### config.mk
export PLATFORM = sky130hd
export DESIGN_NAME = umf_uart_ctrl
export DESIGN_NICKNAME = d
export VERILOG_FILES = /design/src/logic/umf_pkg.sv /design/src/logic/umf_uart_ctrl.sv
export SDC_FILE = /design/constraint.sdc
export NUM_CORES = 1
export LEC_CHECK = 0
export BUFFER_PORTS_ARGS = -buffer_cell sky130_fd_sc_hd__buf_4
export CAP_MARGIN = 40
export CORE_UTILIZATION = 55
export DETAILED_ROUTE_END_ITERATION = 6
export GPL_ROUTABILITY_DRIVEN = 0
export PLACE_DENSITY = 0.75
export SETUP_SLACK_MARGIN = 0.5
export SLEW_MARGIN = 20
export SYNTH_ARGS = -nofsm -noshare
export SYNTH_HDL_FRONTEND = slang
export SYNTH_SLANG_ARGS = --single-unit
export TNS_END_PERCENT = 10
### constraint.sdc
create_clock -name mclk -period 9.9 [get_ports mclk]
set_input_delay 1.98 -clock mclk [delete_from_list [all_inputs] [get_ports mclk]]
set_output_delay 1.98 -clock mclk [all_outputs]
set_load 0.02 [all_outputs]
### src/logic/umf_pkg.sv
package umf_pkg;
	localparam logic [5:0]  OFF_CTRL     = 6'h00;
	localparam logic [5:0]  OFF_MP       = 6'h04;
	localparam logic [5:0]  OFF_RTS      = 6'h08;
	localparam logic [5:0]  OFF_RX_TRIG  = 6'h0C;
	localparam logic [5:0]  OFF_TX_TRIG  = 6'h10;
	localparam logic [5:0]  OFF_RX_STAT  = 6'h14;
	localparam logic [5:0]  OFF_RX_MASK  = 6'h18;
	localparam logic [5:0]  OFF_TX_STAT  = 6'h1C;
	localparam logic [5:0]  OFF_TX_MASK  = 6'h20;
	localparam logic [5:0]  OFF_TX_DATA  = 6'h24;
	localparam logic [5:0]  OFF_RX_DATA  = 6'h28;
	localparam logic [5:0]  OFF_FIFO     = 6'h2C;
	localparam int          C_MP_EN      = 0;
	localparam int          C_MP_KEEP    = 1;
	localparam int          C_BYTE       = 2;
	localparam int          C_CTS_EN     = 3;
	localparam int          C_CTS_LVL    = 4;
	localparam int          C_RTS_LVL    = 5;
	localparam int          C_IRQ_EN     = 6;
	localparam int          RX_LVL       = 0;
	localparam int          RX_NE        = 1;
	localparam int          RX_FULL      = 2;
	localparam int          RX_OVR       = 3;
	localparam int          RX_UNDR      = 4;
	localparam int          RX_PAR       = 5;
	localparam int          TX_LVL       = 0;
	localparam int          TX_NF        = 1;
	localparam int          TX_EMPTY     = 2;
	localparam int          TX_OVR       = 3;
	localparam int          TX_UNDR      = 4;
	localparam int          TX_DONE      = 5;
	localparam int          TX_NACK      = 6;
	localparam int          TX_ARB       = 7;
	localparam logic [4:0]  DEPTH_WORD   = 5'h08;
	localparam logic [4:0]  DEPTH_BYTE   = 5'h10;
	localparam logic [3:0]  PMASK_WORD   = 4'h7;
	localparam logic [3:0]  PMASK_BYTE   = 4'hF;
	localparam logic [6:0]  CTRL_RST     = 7'h00;
	localparam logic [7:0]  MASK8_RST    = 8'h00;
	localparam logic [3:0]  LEVEL_RST    = 4'h0;
	localparam logic        RTS_PIN_RST  = 1'b1;
	localparam logic [1:0]  RESP_OKAY    = 2'h0;
	localparam logic [1:0]  RESP_SLVERR  = 2'h2;

	typedef struct packed {
		logic        awvalid;
		logic [31:0] awaddr;
		logic        wvalid;
		logic [31:0] wdata;
		logic [3:0]  wstrb;
		logic        bready;
		logic        arvalid;
		logic [31:0] araddr;
		logic        rready;
	} umf_axi_req_t;

	typedef struct packed {
		logic        awready;
		logic        wready;
		logic        bvalid;
		logic [1:0]  bresp;
		logic        arready;
		logic        rvalid;
		logic [31:0] rdata;
		logic [1:0]  rresp;
	} umf_axi_rsp_t;

	typedef struct packed {
		logic       valid;
		logic [8:0] word;
		logic       parity_err;
	} umf_rx_in_t;

	typedef struct packed {
		logic pull;
		logic done;
		logic nack;
		logic arb_lost;
	} umf_tx_evt_t;
endpackage : umf_pkg

### src/logic/umf_uart_ctrl.sv
// Implementation choices: the register offsets and the AXI4-Lite slave port.
module umf_uart_ctrl
	import umf_pkg::*;
(
	input  wire logic         mclk,
	input  wire logic         rst,
	input  wire logic         ce,
	input  wire umf_axi_req_t axi_req,
	output umf_axi_rsp_t      axi_rsp,
	input  wire umf_rx_in_t   rx_in,
	input  wire umf_tx_evt_t  tx_evt,
	input  wire logic         cts_in,
	output logic              rts_out,
	output logic [8:0]        tx_word,
	output logic              tx_load,
	output logic              irq
);
	logic [6:0]  ctrl_r;
	logic [7:0]  mp_node_address, mp_compare_mask;
	logic [3:0]  request_to_send_threshold, rx_level_trigger, tx_level_trigger;
	logic [5:0]  rx_stat_r, rx_irq_mask;
	logic [7:0]  tx_stat_r, tx_irq_mask;
	logic        aw_hold_r, w_hold_r, bvalid_r, rvalid_r;
	logic [5:0]  aw_addr_r;
	logic [31:0] w_data_r, rdata_r, rd_mux, wmask;
	logic [3:0]  w_strb_r;
	logic [1:0]  bresp_r, rresp_r;
	logic        wr_go, rd_go, wr_hit, rd_hit;
	logic [5:0]  rd_addr;
	logic [8:0]  rx_mem [16];
	logic [8:0]  tx_mem [16];
	logic [3:0]  rx_wp_r, rx_rp_r, tx_wp_r, tx_rp_r, pmask;
	logic [4:0]  rx_cnt_r, tx_cnt_r, lim;
	logic        rx_full, rx_empty, tx_full, tx_empty;
	logic        mp_mode_en, mp_keep_matched_addr, byte_fifo_en, irq_master_en;
	logic        clear_to_send_gate_en, clear_to_send_level, request_to_send_level;
	logic        addr_match, rx_want, rx_push, rx_ovr, rx_rd, rx_pop, rx_undr;
	logic        tx_try, tx_push, tx_ovr, cts_ok, tx_pop, tx_undr, rts_act;
	logic        mp_open_r, rts_out_r, tx_load_r, irq_r;
	logic [8:0]  tx_word_r;
	logic [5:0]  rx_set, rx_clr;
	logic [7:0]  tx_set, tx_clr;

	assign mp_mode_en            = ctrl_r[C_MP_EN];
	assign mp_keep_matched_addr  = ctrl_r[C_MP_KEEP];
	assign byte_fifo_en          = ctrl_r[C_BYTE];
	assign clear_to_send_gate_en = ctrl_r[C_CTS_EN];
	assign clear_to_send_level   = ctrl_r[C_CTS_LVL];
	assign request_to_send_level = ctrl_r[C_RTS_LVL];
	assign irq_master_en         = ctrl_r[C_IRQ_EN];

	// Bus handshakes
	assign wr_go   = ce && aw_hold_r && w_hold_r && !bvalid_r;
	assign rd_go   = ce && axi_req.arvalid && !rvalid_r;
	assign rd_addr = axi_req.araddr[5:0];
	assign axi_rsp.awready = ce && !aw_hold_r;
	assign axi_rsp.wready  = ce && !w_hold_r;
	assign axi_rsp.bvalid  = bvalid_r;
	assign axi_rsp.bresp   = bresp_r;
	assign axi_rsp.arready = ce && !rvalid_r;
	assign axi_rsp.rvalid  = rvalid_r;
	assign axi_rsp.rdata   = rdata_r;
	assign axi_rsp.rresp   = rresp_r;

	genvar gi;
	generate
		for (gi = 0; gi < 4; gi++) begin : g_lane
			assign wmask[gi*8 +: 8] = {8{w_strb_r[gi]}};
		end
	endgenerate

	always_comb begin
		wr_hit = (aw_addr_r[1:0] == 2'h0) && (aw_addr_r <= OFF_TX_DATA);
		rd_hit = 1'b1;
		rd_mux = 32'h0000_0000;
		case (rd_addr)
			OFF_CTRL:    rd_mux = {25'h000_0000, ctrl_r};
			OFF_MP:      rd_mux = {16'h0000, mp_compare_mask, mp_node_address};
			OFF_RTS:     rd_mux = {28'h000_0000, request_to_send_threshold};
			OFF_RX_TRIG: rd_mux = {28'h000_0000, rx_level_trigger};
			OFF_TX_TRIG: rd_mux = {28'h000_0000, tx_level_trigger};
			OFF_RX_STAT: rd_mux = {26'h000_0000, rx_stat_r};
			OFF_RX_MASK: rd_mux = {26'h000_0000, rx_irq_mask};
			OFF_TX_STAT: rd_mux = {24'h00_0000, tx_stat_r};
			OFF_TX_MASK: rd_mux = {24'h00_0000, tx_irq_mask};
			OFF_TX_DATA: rd_mux = 32'h0000_0000;
			OFF_RX_DATA: rd_mux = {23'h00_0000, rx_mem[rx_rp_r]};
			OFF_FIFO:    rd_mux = {14'h0000, mp_open_r, rts_out_r, 3'h0, tx_cnt_r, 3'h0, rx_cnt_r};
			default:     rd_hit = 1'b0;
		endcase
	end

	always_ff @(posedge mclk) begin
		if (rst) begin
			aw_hold_r <= 1'b0;
			w_hold_r  <= 1'b0;
			aw_addr_r <= 6'h00;
			w_data_r  <= 32'h0000_0000;
			w_strb_r  <= 4'h0;
			bvalid_r  <= 1'b0;
			bresp_r   <= RESP_OKAY;
		end else if (ce) begin
			if (axi_req.awvalid && !aw_hold_r) begin
				aw_hold_r <= 1'b1;
				aw_addr_r <= axi_req.awaddr[5:0];
			end
			if (axi_req.wvalid && !w_hold_r) begin
				w_hold_r <= 1'b1;
				w_data_r <= axi_req.wdata;
				w_strb_r <= axi_req.wstrb;
			end
			if (wr_go) begin
				aw_hold_r <= 1'b0;
				w_hold_r  <= 1'b0;
				bvalid_r  <= 1'b1;
				bresp_r   <= wr_hit ? RESP_OKAY : RESP_SLVERR;
			end else if (bvalid_r && axi_req.bready) begin
				bvalid_r <= 1'b0;
			end
		end
	end

	always_ff @(posedge mclk) begin
		if (rst) begin
			rvalid_r <= 1'b0;
			rdata_r  <= 32'h0000_0000;
			rresp_r  <= RESP_OKAY;
		end else if (ce) begin
			if (rd_go) begin
				rvalid_r <= 1'b1;
				rdata_r  <= rd_mux;
				rresp_r  <= rd_hit ? RESP_OKAY : RESP_SLVERR;
			end else if (rvalid_r && axi_req.rready) begin
				rvalid_r <= 1'b0;
			end
		end
	end

	// Configuration registers, byte lanes honoured
	always_ff @(posedge mclk) begin
		if (rst) begin
			ctrl_r                    <= CTRL_RST;
			mp_node_address           <= MASK8_RST;
			mp_compare_mask           <= MASK8_RST;
			request_to_send_threshold <= LEVEL_RST;
			rx_level_trigger          <= LEVEL_RST;
			tx_level_trigger          <= LEVEL_RST;
			rx_irq_mask               <= MASK8_RST[5:0];
			tx_irq_mask               <= MASK8_RST;
		end else if (wr_go) begin
			case (aw_addr_r)
				OFF_CTRL: if (w_strb_r[0]) ctrl_r <= w_data_r[6:0];
				OFF_MP: begin
					if (w_strb_r[0]) mp_node_address <= w_data_r[7:0];
					if (w_strb_r[1]) mp_compare_mask <= w_data_r[15:8];
				end
				OFF_RTS:     if (w_strb_r[0]) request_to_send_threshold <= w_data_r[3:0];
				OFF_RX_TRIG: if (w_strb_r[0]) rx_level_trigger <= w_data_r[3:0];
				OFF_TX_TRIG: if (w_strb_r[0]) tx_level_trigger <= w_data_r[3:0];
				OFF_RX_MASK: if (w_strb_r[0]) rx_irq_mask <= w_data_r[5:0];
				OFF_TX_MASK: if (w_strb_r[0]) tx_irq_mask <= w_data_r[7:0];
				default: ;
			endcase
		end
	end

	// Receive path with address filtering
	assign pmask      = byte_fifo_en ? PMASK_BYTE : PMASK_WORD;
	assign lim        = byte_fifo_en ? DEPTH_BYTE : DEPTH_WORD;
	assign rx_full    = rx_cnt_r >= lim;
	assign rx_empty   = rx_cnt_r == 5'h00;
	assign tx_full    = tx_cnt_r >= lim;
	assign tx_empty   = tx_cnt_r == 5'h00;
	assign addr_match = ((rx_in.word[7:0] ^ mp_node_address) & mp_compare_mask) == 8'h00;
	always_comb begin
		rx_want = rx_in.valid;
		if (mp_mode_en) begin
			rx_want = rx_in.valid && (rx_in.word[8] ? (addr_match && mp_keep_matched_addr) : mp_open_r);
		end
	end
	assign rx_push = rx_want && !rx_full;
	assign rx_ovr  = rx_want && rx_full;
	assign rx_rd   = rd_go && rd_addr == OFF_RX_DATA;
	assign rx_pop  = rx_rd && !rx_empty;
	assign rx_undr = rx_rd && rx_empty;

	always_ff @(posedge mclk) begin
		if (rst) begin
			mp_open_r <= 1'b0;
		end else if (ce) begin
			if (!mp_mode_en) mp_open_r <= 1'b0;
			else if (rx_in.valid && rx_in.word[8]) mp_open_r <= addr_match;
		end
	end

	always_ff @(posedge mclk) begin
		if (rst) begin
			rx_wp_r  <= 4'h0;
			rx_rp_r  <= 4'h0;
			rx_cnt_r <= 5'h00;
		end else if (ce) begin
			if (rx_push) begin
				rx_mem[rx_wp_r] <= rx_in.word;
				rx_wp_r <= (rx_wp_r + 4'h1) & pmask;
			end
			if (rx_pop) rx_rp_r <= (rx_rp_r + 4'h1) & pmask;
			rx_cnt_r <= rx_cnt_r + 5'(rx_push) - 5'(rx_pop);
		end
	end

	// Transmit path with clear-to-send gating
	assign tx_try  = wr_go && aw_addr_r == OFF_TX_DATA && w_strb_r[0];
	assign tx_push = tx_try && !tx_full;
	assign tx_ovr  = tx_try && tx_full;
	assign cts_ok  = !clear_to_send_gate_en || (cts_in == clear_to_send_level);
	assign tx_pop  = tx_evt.pull && cts_ok && !tx_empty;
	assign tx_undr = tx_evt.pull && cts_ok && tx_empty;

	always_ff @(posedge mclk) begin
		if (rst) begin
			tx_wp_r   <= 4'h0;
			tx_rp_r   <= 4'h0;
			tx_cnt_r  <= 5'h00;
			tx_word_r <= 9'h000;
			tx_load_r <= 1'b0;
		end else if (ce) begin
			if (tx_push) begin
				tx_mem[tx_wp_r] <= w_data_r[8:0];
				tx_wp_r <= (tx_wp_r + 4'h1) & pmask;
			end
			tx_load_r <= tx_pop;
			if (tx_pop) begin
				tx_word_r <= tx_mem[tx_rp_r];
				tx_rp_r   <= (tx_rp_r + 4'h1) & pmask;
			end
			tx_cnt_r <= tx_cnt_r + 5'(tx_push) - 5'(tx_pop);
		end
	end

	// Flow control output
	assign rts_act = (request_to_send_threshold != 4'h0) && ({1'b0, request_to_send_threshold} > rx_cnt_r);
	always_ff @(posedge mclk) begin
		if (rst) rts_out_r <= RTS_PIN_RST;
		else if (ce) rts_out_r <= request_to_send_level ? rts_act : !rts_act;
	end

	// Sticky event status, set wins over write-one-to-clear
	assign rx_set = {rx_in.valid && rx_in.parity_err, rx_undr, rx_ovr, rx_full, !rx_empty,
		rx_cnt_r > {1'b0, rx_level_trigger}};
	assign tx_set = {tx_evt.arb_lost, tx_evt.nack, tx_evt.done, tx_undr, tx_ovr, tx_empty, !tx_full,
		tx_cnt_r < {1'b0, tx_level_trigger}};
	assign rx_clr = (wr_go && aw_addr_r == OFF_RX_STAT) ? (w_data_r[5:0] & wmask[5:0]) : 6'h00;
	assign tx_clr = (wr_go && aw_addr_r == OFF_TX_STAT) ? (w_data_r[7:0] & wmask[7:0]) : 8'h00;

	always_ff @(posedge mclk) begin
		if (rst) begin
			rx_stat_r <= 6'h00;
			tx_stat_r <= 8'h00;
			irq_r     <= 1'b0;
		end else if (ce) begin
			rx_stat_r <= (rx_stat_r & ~rx_clr) | rx_set;
			tx_stat_r <= (tx_stat_r & ~tx_clr) | tx_set;
			irq_r     <= irq_master_en && |{rx_stat_r & rx_irq_mask, tx_stat_r & tx_irq_mask};
		end
	end

	assign rts_out = rts_out_r;
	assign tx_word = tx_word_r;
	assign tx_load = tx_load_r;
	assign irq     = irq_r;

	chk_mp_mismatch_drop: assert property (@(posedge mclk) disable iff (rst)
		(rx_in.valid && mp_mode_en && rx_in.word[8] && !addr_match) |-> !rx_push)
		else $error("mismatched address word stored");
	chk_mp_off_store: assert property (@(posedge mclk) disable iff (rst)
		(rx_in.valid && !mp_mode_en && !rx_full) |-> rx_push)
		else $error("word lost outside multiprocessor mode");
	chk_mp_match_open: assert property (@(posedge mclk) disable iff (rst)
		(ce && rx_in.valid && mp_mode_en && rx_in.word[8] && addr_match && !mp_keep_matched_addr)
		|-> !rx_push ##1 mp_open_r)
		else $error("matched address handling wrong");
	chk_rts_level: assert property (@(posedge mclk) disable iff (rst)
		ce |=> ((rts_out_r == $past(request_to_send_level)) ==
		($past(request_to_send_threshold) != 4'h0 && {1'b0, $past(request_to_send_threshold)} > $past(rx_cnt_r))))
		else $error("rts level does not follow fill");
	chk_rts_off: assert property (@(posedge mclk) disable iff (rst)
		(ce && request_to_send_threshold == 4'h0) |=> rts_out_r != $past(request_to_send_level))
		else $error("rts active with zero threshold");
	chk_cts_block: assert property (@(posedge mclk) disable iff (rst)
		(ce && tx_evt.pull && clear_to_send_gate_en && cts_in != clear_to_send_level) |=> !tx_load_r)
		else $error("frame started without cts");
	chk_fifo_depth: assert property (@(posedge mclk) disable iff (rst)
		(rx_push || tx_push) |-> (rx_push ? rx_cnt_r : tx_cnt_r) < lim)
		else $error("fifo pushed beyond depth");
	chk_rx_overrun: assert property (@(posedge mclk) disable iff (rst)
		(ce && (rx_ovr || rx_undr)) |=> rx_stat_r[RX_OVR] || rx_stat_r[RX_UNDR])
		else $error("rx overrun or underrun not flagged");
	chk_rx_level: assert property (@(posedge mclk) disable iff (rst)
		(ce && rx_cnt_r > {1'b0, rx_level_trigger}) |=> rx_stat_r[RX_LVL])
		else $error("rx level event missing");
	chk_tx_underrun: assert property (@(posedge mclk) disable iff (rst)
		(ce && tx_evt.pull && cts_ok && tx_empty) |=> tx_stat_r[TX_UNDR] && !tx_load_r)
		else $error("tx underrun not flagged");
	chk_irq_out: assert property (@(posedge mclk) disable iff (rst)
		ce |=> irq == ($past(irq_master_en) &&
		|{$past(rx_stat_r) & $past(rx_irq_mask), $past(tx_stat_r) & $past(tx_irq_mask)}))
		else $error("irq output mismatch");
endmodule : umf_uart_ctrl

**After elaboration in Yosys (flattened, before gate mapping)**

Memories as Yosys holds them, arrays and structs flattened. A register that Yosys moved wholly into a read port is not among the register bits.
Index checks and enable logic that the tools add are counted.

- $add $sub $neg: 8
- $lt $le $gt $ge: 6
- Equal/unequal tests: 22
- Multiplexer cells: 31
- Bitwise logic cells: 16
- Reduce and logical (&&, ||, !) cells: 78

Operator list:

| operator | count |
|---|---|
| 18-bit case mux with 11 select lines | 1 |
| 6-bit by 5-bit equality test with 1-bit output, second input constant | 8 |
| 6-bit equality test, second input constant | 6 |
| 1-bit logical AND | 33 |
| 8-bit AND | 4 |
| 2-bit AND reduction | 13 |
| 6-bit by 4-bit equality test with 1-bit output, second input constant | 4 |
| 3-bit AND reduction | 8 |
| 1-bit 2-to-1 mux | 22 |
| 6-bit AND | 3 |
| 4-bit by 1-bit adder with 4-bit output, second input constant | 4 |
| 4-bit AND | 4 |
| 14-bit OR reduction | 1 |
| 6-bit by 3-bit equality test with 1-bit output, second input constant | 2 |
| 6-bit zero test | 2 |
| 4-bit 2-to-1 mux | 3 |
| 12-bit OR reduction | 1 |
| 5-bit by 1-bit adder with 5-bit output | 2 |
| 5-bit >= comparator | 2 |
| 1-bit zero test | 10 |
| 5-bit zero test | 2 |
| 5-bit by 1-bit subtractor with 5-bit output | 2 |
| 8-bit zero test | 1 |
| 8-bit 2-to-1 mux | 1 |
| 18 further kinds | 22 |

- Register bits after elaboration: 157
- Memory bits (writable): 288
- Input port bits: 124
- Output and inout port bits: 53
- Logic and storage cells: 193
- Memories kept: 2

Memory list:

| memory | depth | width | read ports | clocked after memory_dff | write ports | RTL line | text |
|---|---|---|---|---|---|---|---|
| rx_mem | 16 | 9 | 1 | 1 | 1 | umf_uart_ctrl.sv:30 | `logic [8:0] rx_mem [16];` |
| tx_mem | 16 | 9 | 1 | 1 | 1 | umf_uart_ctrl.sv:31 | `logic [8:0] tx_mem [16];` |

**Depth between registers and ports, before layout**

- Depth in word-level cells: 12
- Mapped depth: 16
- Depth with buffers taken out: 16

**Worst setup path before layout**

Ideal clock, no wire load.

- Kind: input to output
- From: input ce
- To: output axi_rsp[40] in the netlist's numbering
- Arrival: 2.715 ns
- Required time: 7.920 ns
- Slack: 5.205 ns
- Stages on the path: 3
- Buffers on the path: 2
- Cells stage by stage: clkbuf_1 > nor2b_1 > clkbuf_1

RTL lines:

| element | RTL line | text |
|---|---|---|
| from (decl) | umf_uart_ctrl.sv:7 | `input wire logic ce,` |
| to (decl) | umf_uart_ctrl.sv:9 | `output umf_axi_rsp_t axi_rsp,` |

==> flow_metrics.py <==
metrics = {
    "clock_network": {
        "clock-root-buffer": "clkbuf_16",
        "insertion_delay_ns": 0.55,
        "clkTransAtPathRegs_ns": 0.06,
        "cts_resized": 0,
        "cts_tree": "built",
        "cts.hold.buffers_added": 0,
        "cts.sinks": 442,
        "cts_buffer_depth": 3,
        "cts_buffers": 45,
        "h-tree-depth": 2,
        "cts_setup_buffers": 0,
    },
    "worst_hold_path": {
        "hold_class": "reg -> reg",
        "holdCritStartpoint": "rdata_r[16]",
    },
    "timing": {
        "tightestPinTransition_ns": 0.831,
        "finalHoldViolCount": 0,
        "timing.slew.headroom": 0.444,
        "max_freq_mhz": 197,
        "min_period_ns": 5.09,
        "setup_viol": 0,
        "report.final.slew_viol_count": 0,
        "fin_crit_sh": 0.514,
        "setup_tns_ns": 0,
        "finClkSkew_ns": 0.0240,
        "rsz0062_at_grt": "false",
    },
    "global_route": {
        "grt_pass1_wl_um": 67600,
        "grt_usage": 0.264,
        "gr-total-overflow": 0,
        "antenna_found_initial": 0,
        "first_global_vias": 11500,
        "grt_max_degree": 89,
    },
    "setup_path": {
        "cp_data_required_time_ns": 7.92,
        "regToRegSetupSlack_ns": 5.93,
        "arrival_ns": 3.11,
        "cp-end-kind": "output port",
        "critPathKind": "in -> out",
        "crit_start": "ce",
        "start_kind": "primary input",
        "reg2reg_from": "ctrl_r[2]",
        "crit_path_max_fanout": 42,
    },
    "route": {
        "firstDrtPassIters": 5,
        "drt_iter0_markers": 1429,
        "vias_per_cell": 6.07,
        "remaining_drc_errors": 0,
        "vias": 11900,
        "postRouteAntennaNets": 0,
        "wire_per_inst_um": 23.0,
        "wirelength_um": 45200,
    },
    "yosys": {
        "yosysSeqAreaShare": 0.632,
        "ys_types": 73,
        "yosys_most_used_dff": "edfxtp_1",
        "async_flop_share": 0,
        "synth_seq_cells": 442,
        "synth_cells": 1369,
        "syn_area_per_cell_um2": 13.6,
        "netlist_area_um2": 18600,
        "synth-edff-count": 288,
        "yosysWarnings": 0,
    },
    "run_status": {
        "status": "complete, no violations",
    },
    "final_layout": {
        "fillers": 2323,
        "n_antenna_cell": 0,
        "drive_above_1_share": 0.218,
        "area_growth_pct": 15.5,
        "final_util": 0.652,
        "fin_nets": 1648,
    },
    "power_and_ir_drop": {
        "powerDensity_nw_per_um2": 193,
        "leakage_nw": 7.46,
        "ir_worst_vdd_uv": 129,
    },
    "die": {
        "start_util": 0.565,
        "design.portCount": 177,
        "die-area_um2": 34500,
        "dieHeight_um": 186,
        "core_um2": 32900,
        "core.rowCount": 66,
        "die_x_um": 186,
    },
    "placed_design": {
        "portBuffers": 90,
        "hpwl_um": 29600,
    },
    "run": {
        "max-cap-violations": 0,
    },
}
-- routing by layer --
layer,part of all wire,GRT usage,up-vias
met1,0.40,0.374,5846
li1,-,-,5339
met4,0.028,0.0902,0
met3,0.090,0.0370,86
met5,0,0,-
met2,0.48,0.420,652
-- sequential cells by signal, summed over array words and instances, names as in the netlist, 5 cells and up, named ones only --
| name | count |
|---|---|
| tx_word | 9 |
| rx_cnt_r | 5 |
| aw_addr_r | 6 |
| tx_stat_r | 8 |
| mp_compare_mask | 8 |
| rx_stat_r | 6 |
| mp_node_address | 8 |
| ctrl_r | 7 |
| rdata_r | 18 |
| tx_cnt_r | 5 |
| w_data_r | 16 |
| rx_irq_mask | 6 |
| tx_mem | 144 |
| tx_irq_mask | 8 |
| rx_mem | 144 |
-- cell usage after synthesis, drive strengths merged (3+ instances only) --
master	n	area (um^2)
a211oi	10	75.1
a21o	3	22.5
a21oi	103	515
a221oi	10	87.6
a222oi	5	50.1
a22oi	21	158
a311oi	3	26.3
a31oi	3	18.8
and2	4	25.0
and3	4	25.0
buf	36	218
clkbuf	58	219
dfxtp	154	3080
edfxtp	288	8650
ha	37	463
inv	37	139
mux2	4	45.0
mux2i	33	330
mux4	89	2000
nand2	140	526
nand2b	11	68.8
nand3	52	265
nand3b	9	67.6
nand4	6	37.5
nor2	121	457
nor2b	11	68.8
nor3	18	100
nor4	5	37.5
nor4b	5	65.1
o211ai	3	22.5
o21a	3	22.5
o21ai	23	119
xnor2	10	87.6
xor2	14	123
-- critical path, cell delays in order --
cell     delay (ns)
buf_4          0.40
nor2b_1        0.49
buf_4          0.23
-- cells in the final DEF (no fill, tap or decap), drive strengths merged, types with 21 or more instances in the layout --
master | synthesis | routed
nand3 | 52 | 52
mux4 | 89 | 89
clkbuf | 58 | 64
mux2i | 33 | 33
nand2 | 140 | 140
a21oi | 103 | 103
inv | 37 | 38
buf | 36 | 147
nor2 | 121 | 121
ha | 37 | 37
edfxtp | 288 | 288
dfxtp | 154 | 154
o21ai | 23 | 23
a22oi | 21 | 21
-- kinds of logic (layout without fill, tap and decap cells) --
group,Yosys count,after routing,share of synthesized area
muxes,126,126,0.128
and+or+nand+nor,398,398,0.0992
xor gates and xnor gates,24,24,0.0113
buffers and inverters,131,268,0.0310
AOI/OAI and AO/OA,208,208,0.0710
adders and majority gates,39,39,0.0271
DFF,442,442,0.632
other,1,16,0.000202
-- path summary, 6_finish.rpt --
path	endpoint	cells past startpoint
worst max-delay path	axi_rsp[40]	3
worst min-delay path	rdata_r[16]	2
worst max register to register	tx_cnt_r[4]	15
worst min register to register	rdata_r[16]	2
-- power breakdown --
group,switching (mW),total [mW],internal (mW)
registers,0.0405,2.03,1.99
logic,0.220,0.391,0.171
clock network,0.695,1.71,1.02
-- stage by stage --
step	hold slack [ns]	cell area (um^2)	setup WS (ns)	std cells	power, mW
6_report	0.449	21400	4.81	1963	4.13
3_3_place_gp	0.442	19600	4.48	1841	2.44
4_1_cts	0.451	21300	4.83	1950	4.15
5_1_grt	0.472	21400	4.76	1963	4.26
2_1_floorplan	0.436	18600	5.20	1384	2.33
3_5_place_dp	0.443	19800	4.46	1867	2.45
-- final cells by class --
cell class,count,area (um^2),share of cell area
clock inverter,20,229,0.0107
multi-input combinational,811,6340,0.296
inverter,37,139,0.00648
tap,442,553,0.0258
timing repair buffer,148,1160,0.0541
clock buffer,63,1280,0.0599
sequential,442,11700,0.547
No activity file was read; power rests on OpenSTA's default activity.
